**config.mk**
```make
export PLATFORM = sky130hd
export DESIGN_NAME = srs_top
export DESIGN_NICKNAME = d
export VERILOG_FILES = /design/src/srs_pkg.sv /design/src/srs_sensor_cond.sv /design/src/srs_reg_set.sv /design/src/srs_top.sv
export SDC_FILE = /design/constraint.sdc
export NUM_CORES = 2
export LEC_CHECK = 0
export ABC_AREA = 1
export ABC_CLOCK_PERIOD_IN_PS = 5700
export BUFFER_PORTS_ARGS = -buffer_cell sky130_fd_sc_hd__buf_2
export CORE_MARGIN = 2
export CORE_UTILIZATION = 50
export DETAILED_ROUTE_END_ITERATION = 10
export PLACE_DENSITY = 0.67
export SYNTH_ARGS = -nofsm -noshare
export SYNTH_HDL_FRONTEND = slang
export SYNTH_SLANG_ARGS = --single-unit
```
**constraint.sdc**
```tcl
create_clock -name i_clock -period 5.7 [get_ports i_clock]
set_input_delay 1.71 -clock i_clock [delete_from_list [all_inputs] [get_ports i_clock]]
set_output_delay 1.71 -clock i_clock [all_outputs]
set_load 0.1 [all_outputs]
```
**src/srs_pkg.sv**
```systemverilog
package srs_pkg;

  localparam int unsigned SRS_NUM_SETS = 11;
  localparam int unsigned SRS_SET_W    = 4;
  localparam int unsigned SRS_DATA_W   = 16;

  // ---------------------------------------------------------------------------
  // Set numbers
  // ---------------------------------------------------------------------------
  localparam logic [3:0] SRS_SET_SENSOR     = 4'h0;
  localparam logic [3:0] SRS_SET_OPER       = 4'h1;
  localparam logic [3:0] SRS_SET_OPER_LAST  = 4'h7;
  localparam logic [3:0] SRS_SET_QUES       = 4'h8;
  localparam logic [3:0] SRS_SET_QUES_LAST  = 4'hA;

  // ---------------------------------------------------------------------------
  // Operation codes
  // ---------------------------------------------------------------------------
  typedef enum logic [2:0] {
    SRS_OP_COND = 3'b000,
    SRS_OP_EVENT = 3'b001,
    SRS_OP_ENABLE = 3'b010,
    SRS_OP_FALL = 3'b011,
    SRS_OP_RISE = 3'b100
  } srs_op_t;

  typedef enum logic [1:0] {
    SRS_ST_IDLE = 2'b00,
    SRS_ST_EXEC = 2'b01,
    SRS_ST_RESP = 2'b10
  } srs_state_t;

  // ---------------------------------------------------------------------------
  // Field layout and preset values
  // ---------------------------------------------------------------------------
  localparam logic [15:0] SRS_VALID_MASK  = 16'h7FFF;
  localparam int unsigned SRS_BIT_CONN_A  = 1;
  localparam int unsigned SRS_BIT_ERR_A   = 3;
  localparam int unsigned SRS_BIT_REAR_A  = 5;
  localparam int unsigned SRS_BIT_KEY     = 14;
  localparam logic [15:0] SRS_SENSOR_MASK = 16'h007E;
  localparam logic [15:0] SRS_KEY_MASK    = 16'h4000;
  localparam logic [15:0] SRS_PRE_ENABLE  = 16'h0000;
  localparam logic [15:0] SRS_PRE_RISE    = 16'h7FFF;
  localparam logic [15:0] SRS_PRE_FALL    = 16'h0000;
  localparam logic        SRS_PRE_QUEUE_EN = 1'b1;

endpackage

```
**src/srs_sensor_cond.sv**
```systemverilog
`timescale 1ns/1ps
`default_nettype none
module srs_sensor_cond
  import srs_pkg::*;
(
  input  wire logic [1:0]  i_present,
  input  wire logic [1:0]  i_rear,
  input  wire logic [1:0]  i_cal_fail,
  input  wire logic [1:0]  i_both_ports,
  output logic      [15:0] o_cond
);
  always_comb begin
    o_cond = 16'h0000;
    o_cond[SRS_BIT_CONN_A +: 2] = i_present;
    o_cond[SRS_BIT_ERR_A +: 2]  = i_cal_fail | i_both_ports;
    o_cond[SRS_BIT_REAR_A +: 2] = i_rear & i_present;
    o_cond = o_cond & SRS_SENSOR_MASK;
  end
endmodule
`default_nettype wire

```
**src/srs_reg_set.sv**
```systemverilog
`timescale 1ns/1ps
`default_nettype none
module srs_reg_set
  import srs_pkg::*;
#(
  parameter logic [15:0] P_PRE_ENABLE = 16'h0000,
  parameter logic [15:0] P_PRE_RISE   = 16'h7FFF,
  parameter logic [15:0] P_PRE_FALL   = 16'h0000,
  parameter bit          P_PRESET_FILT = 1'b1
) (
  input  wire logic        i_clock,
  input  wire logic        i_rst_n,
  input  wire logic        i_ce,
  input  wire logic [15:0] i_cond,
  input  wire logic [15:0] i_direct_set,
  input  wire logic        i_preset,
  input  wire logic        i_clear_events,
  input  wire logic        i_read_event,
  input  wire logic        i_wr_enable,
  input  wire logic        i_wr_fall,
  input  wire logic        i_wr_rise,
  input  wire logic [15:0] i_wdata,
  output logic      [15:0] o_cond,
  output logic      [15:0] o_event,
  output logic      [15:0] o_enable,
  output logic      [15:0] o_fall,
  output logic      [15:0] o_rise,
  output logic             o_summary
);
  logic [15:0] cond_prev_q;
  logic [15:0] event_q;
  logic [15:0] enable_q;
  logic [15:0] fall_q;
  logic [15:0] rise_q;
  logic [15:0] edge_set;

  assign edge_set = ((i_cond & ~cond_prev_q & rise_q) | (~i_cond & cond_prev_q & fall_q)
                    | i_direct_set) & SRS_VALID_MASK;

  always_ff @(posedge i_clock) begin
    if (!i_rst_n) begin
      cond_prev_q <= 16'h0000;
    end else if (i_ce) begin
      cond_prev_q <= i_cond;
    end
  end

  // A new edge in the cycle of the clearing read survives the clear.
  always_ff @(posedge i_clock) begin
    if (!i_rst_n) begin
      event_q <= 16'h0000;
    end else if (i_ce) begin
      if (i_read_event || i_clear_events) begin
        event_q <= edge_set;
      end else begin
        event_q <= event_q | edge_set;
      end
    end
  end

  always_ff @(posedge i_clock) begin
    if (!i_rst_n) begin
      enable_q <= P_PRE_ENABLE & SRS_VALID_MASK;
    end else if (i_ce) begin
      if (i_preset) begin
        enable_q <= P_PRE_ENABLE & SRS_VALID_MASK;
      end else if (i_wr_enable) begin
        enable_q <= i_wdata & SRS_VALID_MASK;
      end
    end
  end

  // Sets whose filters the preset does not touch keep what was last written.
  always_ff @(posedge i_clock) begin
    if (!i_rst_n) begin
      fall_q <= P_PRE_FALL & SRS_VALID_MASK;
      rise_q <= P_PRE_RISE & SRS_VALID_MASK;
    end else if (i_ce) begin
      if (i_preset && P_PRESET_FILT) begin
        fall_q <= P_PRE_FALL & SRS_VALID_MASK;
        rise_q <= P_PRE_RISE & SRS_VALID_MASK;
      end else begin
        if (i_wr_fall) begin
          fall_q <= i_wdata & SRS_VALID_MASK;
        end
        if (i_wr_rise) begin
          rise_q <= i_wdata & SRS_VALID_MASK;
        end
      end
    end
  end

  assign o_cond    = i_cond & SRS_VALID_MASK;
  assign o_event   = event_q;
  assign o_enable  = enable_q;
  assign o_fall    = fall_q;
  assign o_rise    = rise_q;
  assign o_summary = |(event_q & enable_q);

  chk_bit15_zero: assert property (@(posedge i_clock) disable iff (!i_rst_n)
    !enable_q[15] && !fall_q[15] && !rise_q[15] && !event_q[15])
    else $error("bit 15 of a set register is not zero");
  chk_rise_latch: assert property (@(posedge i_clock) disable iff (!i_rst_n)
    (i_ce && !i_preset && (i_cond & ~cond_prev_q & rise_q) != 16'h0000)
      |=> ((event_q & $past(i_cond & ~cond_prev_q & rise_q)) == $past(i_cond & ~cond_prev_q & rise_q)))
    else $error("rising edge did not latch the event");
  chk_fall_latch: assert property (@(posedge i_clock) disable iff (!i_rst_n)
    (i_ce && (~i_cond & cond_prev_q & fall_q) != 16'h0000)
      |=> ((event_q & $past(~i_cond & cond_prev_q & fall_q)) == $past(~i_cond & cond_prev_q & fall_q)))
    else $error("falling edge did not latch the event");
endmodule
`default_nettype wire

```
**src/srs_top.sv**
```systemverilog
`timescale 1ns/1ps
`default_nettype none
module srs_top
  import srs_pkg::*;
(
  input  wire logic        i_clock,
  input  wire logic        i_rst_n,
  input  wire logic        i_ce,
  input  wire logic        i_cmd_valid,
  input  wire logic [3:0]  i_cmd_set,
  input  wire logic [2:0]  i_cmd_op,
  input  wire logic        i_cmd_write,
  input  wire logic [15:0] i_cmd_wdata,
  input  wire logic        i_clear_status,
  input  wire logic        i_status_preset,
  input  wire logic [1:0]  i_sensor_present,
  input  wire logic [1:0]  i_sensor_rear,
  input  wire logic [1:0]  i_sensor_cal_fail,
  input  wire logic [1:0]  i_sensor_both_ports,
  input  wire logic        i_key_press,
  input  wire logic [15:0] i_oper_cond_0,
  input  wire logic [15:0] i_oper_cond_1,
  input  wire logic [15:0] i_oper_cond_2,
  input  wire logic [15:0] i_oper_cond_3,
  input  wire logic [15:0] i_oper_cond_4,
  input  wire logic [15:0] i_oper_cond_5,
  input  wire logic [15:0] i_oper_cond_6,
  input  wire logic [15:0] i_ques_cond_0,
  input  wire logic [15:0] i_ques_cond_1,
  input  wire logic [15:0] i_ques_cond_2,
  output logic             o_cmd_ready,
  output logic             o_rsp_valid,
  output logic [15:0]      o_rsp_data,
  output logic             o_rsp_error,
  output logic [10:0]      o_summary,
  output logic             o_queue_enable,
  output logic             o_clear_queue
);
  // ---------------------------------------------------------------------------
  // Per-set condition inputs
  // ---------------------------------------------------------------------------
  logic [15:0] sensor_cond;
  logic [15:0] cond_in   [SRS_NUM_SETS];
  logic [15:0] direct_in [SRS_NUM_SETS];
  logic [15:0] cond_rd   [SRS_NUM_SETS];
  logic [15:0] event_rd  [SRS_NUM_SETS];
  logic [15:0] enable_rd [SRS_NUM_SETS];
  logic [15:0] fall_rd   [SRS_NUM_SETS];
  logic [15:0] rise_rd   [SRS_NUM_SETS];
  logic [10:0] summary;
  logic [10:0] rd_event_sel;
  logic [10:0] wr_en_sel;
  logic [10:0] wr_fall_sel;
  logic [10:0] wr_rise_sel;

  srs_state_t  state_q;
  logic [3:0]  set_q;
  logic [2:0]  op_q;
  logic        write_q;
  logic [15:0] wdata_q;
  logic        rsp_valid_q;
  logic [15:0] rsp_data_q;
  logic        rsp_error_q;
  logic        cmd_ready_q;
  logic [10:0] summary_q;
  logic        queue_en_q;
  logic        clear_queue_q;
  logic        exec;
  logic        bad_cmd;

  srs_sensor_cond u_sensor_cond (
    .i_present    (i_sensor_present),
    .i_rear       (i_sensor_rear),
    .i_cal_fail   (i_sensor_cal_fail),
    .i_both_ports (i_sensor_both_ports),
    .o_cond       (sensor_cond)
  );

  always_comb begin
    for (int k = 0; k < SRS_NUM_SETS; k++) begin
      direct_in[k] = 16'h0000;
    end
    cond_in[0]  = sensor_cond;
    direct_in[0] = i_key_press ? SRS_KEY_MASK : 16'h0000;
    cond_in[1]  = i_oper_cond_0;
    cond_in[2]  = i_oper_cond_1;
    cond_in[3]  = i_oper_cond_2;
    cond_in[4]  = i_oper_cond_3;
    cond_in[5]  = i_oper_cond_4;
    cond_in[6]  = i_oper_cond_5;
    cond_in[7]  = i_oper_cond_6;
    cond_in[8]  = i_ques_cond_0;
    cond_in[9]  = i_ques_cond_1;
    cond_in[10] = i_ques_cond_2;
  end

  // ---------------------------------------------------------------------------
  // Command decode
  // ---------------------------------------------------------------------------
  assign exec = (state_q == SRS_ST_EXEC) && !bad_cmd;
  assign bad_cmd = (set_q > SRS_SET_QUES_LAST) || (op_q > SRS_OP_RISE)
                 || (write_q && (op_q == SRS_OP_COND || op_q == SRS_OP_EVENT));

  always_comb begin
    for (int k = 0; k < SRS_NUM_SETS; k++) begin
      rd_event_sel[k] = exec && (set_q == SRS_SET_W'(k)) && !write_q && (op_q == SRS_OP_EVENT);
      wr_en_sel[k]    = exec && (set_q == SRS_SET_W'(k)) && write_q && (op_q == SRS_OP_ENABLE);
      wr_fall_sel[k]  = exec && (set_q == SRS_SET_W'(k)) && write_q && (op_q == SRS_OP_FALL);
      wr_rise_sel[k]  = exec && (set_q == SRS_SET_W'(k)) && write_q && (op_q == SRS_OP_RISE);
    end
  end

  // Sets outside the operation and questionable groups keep their state over a preset.
  for (genvar g = 0; g < SRS_NUM_SETS; g++) begin : g_set
    localparam bit IS_OPER = (g >= 1) && (g <= 7);
    localparam bit IS_QUES = (g >= 8);
    srs_reg_set #(
      .P_PRE_ENABLE (SRS_PRE_ENABLE),
      .P_PRE_RISE   (SRS_PRE_RISE),
      .P_PRE_FALL   (SRS_PRE_FALL),
      .P_PRESET_FILT (IS_OPER)
    ) u_set (
      .i_clock        (i_clock),
      .i_rst_n        (i_rst_n),
      .i_ce           (i_ce),
      .i_cond         (cond_in[g]),
      .i_direct_set   (direct_in[g]),
      .i_preset       (i_status_preset && (IS_OPER || IS_QUES)),
      .i_clear_events (i_clear_status),
      .i_read_event   (rd_event_sel[g]),
      .i_wr_enable    (wr_en_sel[g]),
      .i_wr_fall      (wr_fall_sel[g]),
      .i_wr_rise      (wr_rise_sel[g]),
      .i_wdata        (wdata_q),
      .o_cond         (cond_rd[g]),
      .o_event        (event_rd[g]),
      .o_enable       (enable_rd[g]),
      .o_fall         (fall_rd[g]),
      .o_rise         (rise_rd[g]),
      .o_summary      (summary[g])
    );
  end

  // ---------------------------------------------------------------------------
  // Command sequencer
  // ---------------------------------------------------------------------------
  always_ff @(posedge i_clock) begin
    if (!i_rst_n) begin
      state_q     <= SRS_ST_IDLE;
      set_q       <= 4'h0;
      op_q        <= 3'h0;
      write_q     <= 1'b0;
      wdata_q     <= 16'h0000;
      cmd_ready_q <= 1'b1;
    end else if (i_ce) begin
      case (state_q)
        SRS_ST_IDLE: begin
          if (i_cmd_valid) begin
            state_q     <= SRS_ST_EXEC;
            set_q       <= i_cmd_set;
            op_q        <= i_cmd_op;
            write_q     <= i_cmd_write;
            wdata_q     <= i_cmd_wdata;
            cmd_ready_q <= 1'b0;
          end
        end
        SRS_ST_EXEC: begin
          state_q <= SRS_ST_RESP;
        end
        SRS_ST_RESP: begin
          state_q     <= SRS_ST_IDLE;
          cmd_ready_q <= 1'b1;
        end
        default: begin
          state_q     <= SRS_ST_IDLE;
          cmd_ready_q <= 1'b1;
        end
      endcase
    end
  end

  always_ff @(posedge i_clock) begin
    if (!i_rst_n) begin
      rsp_valid_q <= 1'b0;
      rsp_data_q  <= 16'h0000;
      rsp_error_q <= 1'b0;
    end else if (i_ce) begin
      rsp_valid_q <= (state_q == SRS_ST_EXEC);
      if (state_q == SRS_ST_EXEC) begin
        rsp_error_q <= bad_cmd;
        rsp_data_q  <= 16'h0000;
        if (!bad_cmd && !write_q) begin
          case (op_q)
            SRS_OP_COND:   rsp_data_q <= cond_rd[set_q] & SRS_VALID_MASK;
            SRS_OP_EVENT:  rsp_data_q <= event_rd[set_q];
            SRS_OP_ENABLE: rsp_data_q <= enable_rd[set_q];
            SRS_OP_FALL:   rsp_data_q <= fall_rd[set_q];
            SRS_OP_RISE:   rsp_data_q <= rise_rd[set_q];
            default:       rsp_data_q <= 16'h0000;
          endcase
        end
      end
    end
  end

  // ---------------------------------------------------------------------------
  // Summaries and error queue controls
  // ---------------------------------------------------------------------------
  always_ff @(posedge i_clock) begin
    if (!i_rst_n) begin
      summary_q     <= 11'h000;
      queue_en_q    <= SRS_PRE_QUEUE_EN;
      clear_queue_q <= 1'b1;
    end else if (i_ce) begin
      summary_q     <= summary;
      clear_queue_q <= i_clear_status;
      if (i_status_preset) begin
        queue_en_q <= SRS_PRE_QUEUE_EN;
      end
    end
  end

  assign o_cmd_ready    = cmd_ready_q;
  assign o_rsp_valid    = rsp_valid_q;
  assign o_rsp_data     = rsp_data_q;
  assign o_rsp_error    = rsp_error_q;
  assign o_summary      = summary_q;
  assign o_queue_enable = queue_en_q;
  assign o_clear_queue  = clear_queue_q;

  // ---------------------------------------------------------------------------
  // Checks
  // ---------------------------------------------------------------------------
  chk_rsp_timing: assert property (@(posedge i_clock) disable iff (!i_rst_n)
    (i_ce && state_q == SRS_ST_IDLE && i_cmd_valid) ##1 i_ce[*2] |-> o_rsp_valid)
    else $error("response did not follow command by two cycles");
  chk_rsp_range: assert property (@(posedge i_clock) disable iff (!i_rst_n)
    o_rsp_valid |-> !o_rsp_data[15])
    else $error("response exceeds 15 bits");
  chk_key_cond: assert property (@(posedge i_clock) disable iff (!i_rst_n)
    cond_rd[0][SRS_BIT_KEY] == 1'b0 && (cond_rd[0] & ~SRS_SENSOR_MASK) == 16'h0000)
    else $error("unused sensor condition bit is set");
  chk_key_event: assert property (@(posedge i_clock) disable iff (!i_rst_n)
    (i_ce && i_key_press) |=> event_rd[0][SRS_BIT_KEY])
    else $error("key press not latched");
  chk_conn_bits: assert property (@(posedge i_clock) disable iff (!i_rst_n)
    cond_rd[0][SRS_BIT_CONN_A +: 2] == i_sensor_present)
    else $error("connect bits disagree with sensors");
  chk_event_clear: assert property (@(posedge i_clock) disable iff (!i_rst_n)
    (i_ce && rd_event_sel[1] && $past(i_ce) && $stable(cond_in[1]))
      |=> event_rd[1] == 16'h0000)
    else $error("event not cleared by read");
  chk_preset_oper: assert property (@(posedge i_clock) disable iff (!i_rst_n)
    (i_ce && i_status_preset) |=> enable_rd[1] == SRS_PRE_ENABLE
      && rise_rd[1] == SRS_PRE_RISE && fall_rd[1] == SRS_PRE_FALL
      && enable_rd[8] == SRS_PRE_ENABLE)
    else $error("preset values not applied");
  chk_write_mask: assert property (@(posedge i_clock) disable iff (!i_rst_n)
    (i_ce && wr_en_sel[1] && !i_status_preset) |=> enable_rd[1] == ($past(wdata_q) & SRS_VALID_MASK))
    else $error("enable write not stored masked");
  chk_clear_keep: assert property (@(posedge i_clock) disable iff (!i_rst_n)
    (i_ce && i_clear_status && !i_status_preset && !wr_rise_sel[2]) |=> $stable(rise_rd[2]))
    else $error("clear status altered a filter");

  cov_event_read: cover property (@(posedge i_clock) rd_event_sel[0]);
  cov_write:      cover property (@(posedge i_clock) wr_fall_sel[0]);
  cov_preset:     cover property (@(posedge i_clock) i_status_preset && i_ce);
  cov_error:      cover property (@(posedge i_clock) o_rsp_valid && o_rsp_error);
endmodule
`default_nettype wire

```
==> results list <==
- The run finished with clean final reports.
- Storage cell area: 17300 µm²
- The most numerous cell type found on the critical path is sky130_fd_sc_hd__nand2_1.
* Mean number of vias per cell: 6.24
- DRC errors left: 0
- Critical path endpoint category: flop
- Kind of critical path: reg -> reg
* Die Span X: 295 µm
- The count of nets left with antenna violations once routing finished came out at 0.
- The synthesized design contains 0 enable-type register cells.
- In this run the clock root is driven by a sky130_fd_sc_hd__clkbuf_16.
- Post-synthesis sequential area ratio: 0.409
* Cell internal power dissipation: 10600 µW
- Slowest cell delay on critical path: 1.04 ns
- The tool flagged a number of max-cap violations equal to 0.
- Dividing the detail-routed wire length by the instance count gives 27.6 µm.
- Layout overhead on the synthesized area: 11.3%
- Counting distinct cell types in the post-synthesis netlist gives 40.
- Most frequently used flop master after synthesis: sky130_fd_sc_hd__dfxtp_1
* Total power divided by cell area: 322 nW/µm²
- Switching Power: 4510 µW
* Share of power burned in the clock network: 0.437
- The worst setup path is launched from a flop.
- Summing all multi-input logic gate instances after layout gives 22200 µm².
* Ratio of cells with drive above 1 in the final layout: 0.0868
- Hold Worst Slack: 0.466 ns
- After the first detailed-routing iteration, the DRC count stood at 7476.
- Detailed placement finished with a half-perimeter wire length of 141 mm.
- The number of nets handed over by synthesis was 6574.
- Counting flops and latches in the post-synthesis netlist gives 864.
* Top area cells in the synthesized netlist: sky130_fd_sc_hd__dfxtp_1, sky130_fd_sc_hd__nand2_1, sky130_fd_sc_hd__a21oi_1, sky130_fd_sc_hd__nand3_1, sky130_fd_sc_hd__o21ai_0
- Synthesis produced 6375 cells.
- The number of pins exceeding their max-slew limit in the final report came to 0.
- Warning count from the yosys run: 0
- Insertion delay to the later sink of the worst-skew pair: 0.71 ns
* Number of endpoints failing setup at the final stage: 0
- Cell with the most instances after synthesis: sky130_fd_sc_hd__nand2_1
- P_leak: 0.0202 µW
- For this design, the slowest cell found on the critical path is sky130_fd_sc_hd__nor2_4.
- Number of placed I/O pins: 231
- The worst-case IR drop observed on VDD is 293 µV.
- Via count of the first global-routing pass: 41900
- Clock buffers created by TritonCTS: 94
* Path category of the worst min-delay check: reg -> reg
- Top-area cell type share of the netlist area: 0.409
* Die Height: 295 µm
- The smallest clock period supported by the final layout is computed as 4.27 ns.
* Pin count of the biggest net entering global routing: 167
- Total wire length after detailed routing: 208 mm
- STA puts the critical path data required time at 6.34 ns.
- Detailed Routing Iterations Pass 1: 9
- The core region is 83700 µm².
- Clock-pin slew was measured on the worst setup and hold paths at 0.06 ns.
- Port buffering added 218 buffers.
* RSZ-0062 raised after global routing: no
* Transition time at the pin with the least slew margin: 1.27 ns
* Net switching fraction of the power: 0.298
* Final TNS setup: 0 ns
- The commonest cells after synthesis are sky130_fd_sc_hd__nand2_1, sky130_fd_sc_hd__dfxtp_1, sky130_fd_sc_hd__a21oi_1.
* GR Overflow Total: 0
- Summed over all instances, the cell type with the most area after synthesis is sky130_fd_sc_hd__dfxtp_1.
- The layout has 8390 filler cells.
- Timing would allow up to 0.234 GHz.
* Final worst path period share: 0.750
- CTS tree: done
- In this run the cell area of the synthesized design comes to 42300 µm².
- Tightest slew margin relative to the limit: 0.151
* Mean Syn Cell Area: 6.63 µm²
* Setup repair bufs after CTS: 0
- Of all nets on the critical path, the largest fanout is 42.
* Final weighted congestion of routability-driven global placement: 1.04
- Clock sinks: 864
- The routed layout has 47000 vias.
- CTS HTree Levels: 3
- The clock arrives with 0.0219 ns of skew.
* Async S/R FF share, synth: 0
- Initial Util: 0.505
* Initial antenna violation count: 22
* Post-cts sizing count: 0
* Share of total power in sequential cells: 0.432
- First-pass GRT wire length: 293 mm
* Overall fraction of global-route tracks in use: 0.467
- Combinational share of power: 0.131
- Traced cell by cell, the critical path runs through buf_4 -> nor2_4 -> nand2_1 -> nor2_2 -> nand3_2 -> nand2_1 -> nand2_1 -> nand3_1.
- Total power for the finished layout comes to 15100 µW.
- Total die area: 86900 µm²
- The final number of hold-violating endpoints is 0.
* CTS max path bufs: 3
- At the end of the flow, the number of nets in the layout was 6507.
- Total number of placement rows: 106
- In this run, post-CTS hold repair placed 0 buffers.
- Data arrival at the endpoint of the critical path: 4.92 ns
power groups by stage:
stage	clock network, µW	logic (µW)	registers (µW)
2_1_floorplan	0	1090	6590
3_3_place_gp	0	1860	6640
3_5_place_dp	0	1870	6640
4_1_cts	6580	1880	6510
5_1_grt	6830	2070	6540
6_report	6610	1990	6530
layout make-up:
cell class	instances	share of cell area
Antenna cell	15	0.000798
Tap cell	1134	0.0302
Sequential cell	864	0.368
Multi-Input combinational cell	4785	0.471
Timing Repair Buffer	295	0.0386
Inverter	268	0.0219
Clock inverter	33	0.0103
Clock buffer	138	0.0595
registers in the layout (all words and copies together), names as in the netlist:
register and flops:
g_set.u_set.cond_prev_q 156, g_set.u_set.o_enable 165, g_set.u_set.o_event 157, g_set.u_set.o_fall 165, g_set.u_set.o_rise 165, o_clear_queue 1, o_cmd_ready 1, o_rsp_data 16
o_rsp_error 1, o_rsp_valid 1, o_summary 11, op_q 3, set_q 4, state_q 2, wdata_q 15, write_q 1
worst paths after layout:
kind	depth (start not counted)	slack, ns	startpoint	end
worst max-delay path	8	1.43	set_q[1]	g_set[1].u_set.o_rise[13]
worst min-delay path	2	0.47	o_rsp_data[5]	o_rsp_data[5]
worst max register to register	8	1.43	set_q[1]	g_set[1].u_set.o_rise[13]
worst min register to register	2	0.47	o_rsp_data[5]	o_rsp_data[5]
critical path, delay by kind of cell, from the launching register on:
| family | cells | cell delay, ns |
|---|---|---|
| buf+inv | 1 | 0.43 |
| simple gates | 7 | 3.18 |
| flops | 1 | 0.53 |
cells by family after synthesis:
group / after synthesis / synth area share
and+or+nand+nor: 3422 / 0.340
AOI/OAI and AO/OA: 1362 / 0.181
DFF: 864 / 0.409
buffers and inverters: 726 / 0.0700
other: 1 / 0.0000887
metrics by stage:
stage               std cells  instance area, µm²  utilization  setup WS (ns)
global route             7523               47000        0.562           1.33
CTS                      7517               47000        0.562           1.69
floorplan                6375               42300            -           2.54
detailed placement       7346               43700        0.522           1.28
global placement         7346               43700        0.522           1.32
finish                   7532               47000        0.562           1.43
layout by cell type (no fill, tap or decap), drive strengths merged, types with 102 or more instances in the layout:
cell type / netlist / layout
a211o: 102 / 102
a21oi: 785 / 785
buf: 146 / 295
clkbuf: 312 / 138
dfxtp: 864 / 864
inv: 264 / 271
nand2: 2372 / 2372
nand3: 798 / 798
nor2: 197 / 197
o21ai: 330 / 330
layer usage:
layer	global-route usage	vias to the layer above	share of wire
met5	0	-	0.00035
met4	0.411	10	0.11
met3	0.141	868	0.13
met2	0.671	3369	0.41
met1	0.565	21700	0.36
li1	-	21000	-
Power figures use the tool's default switching activity.
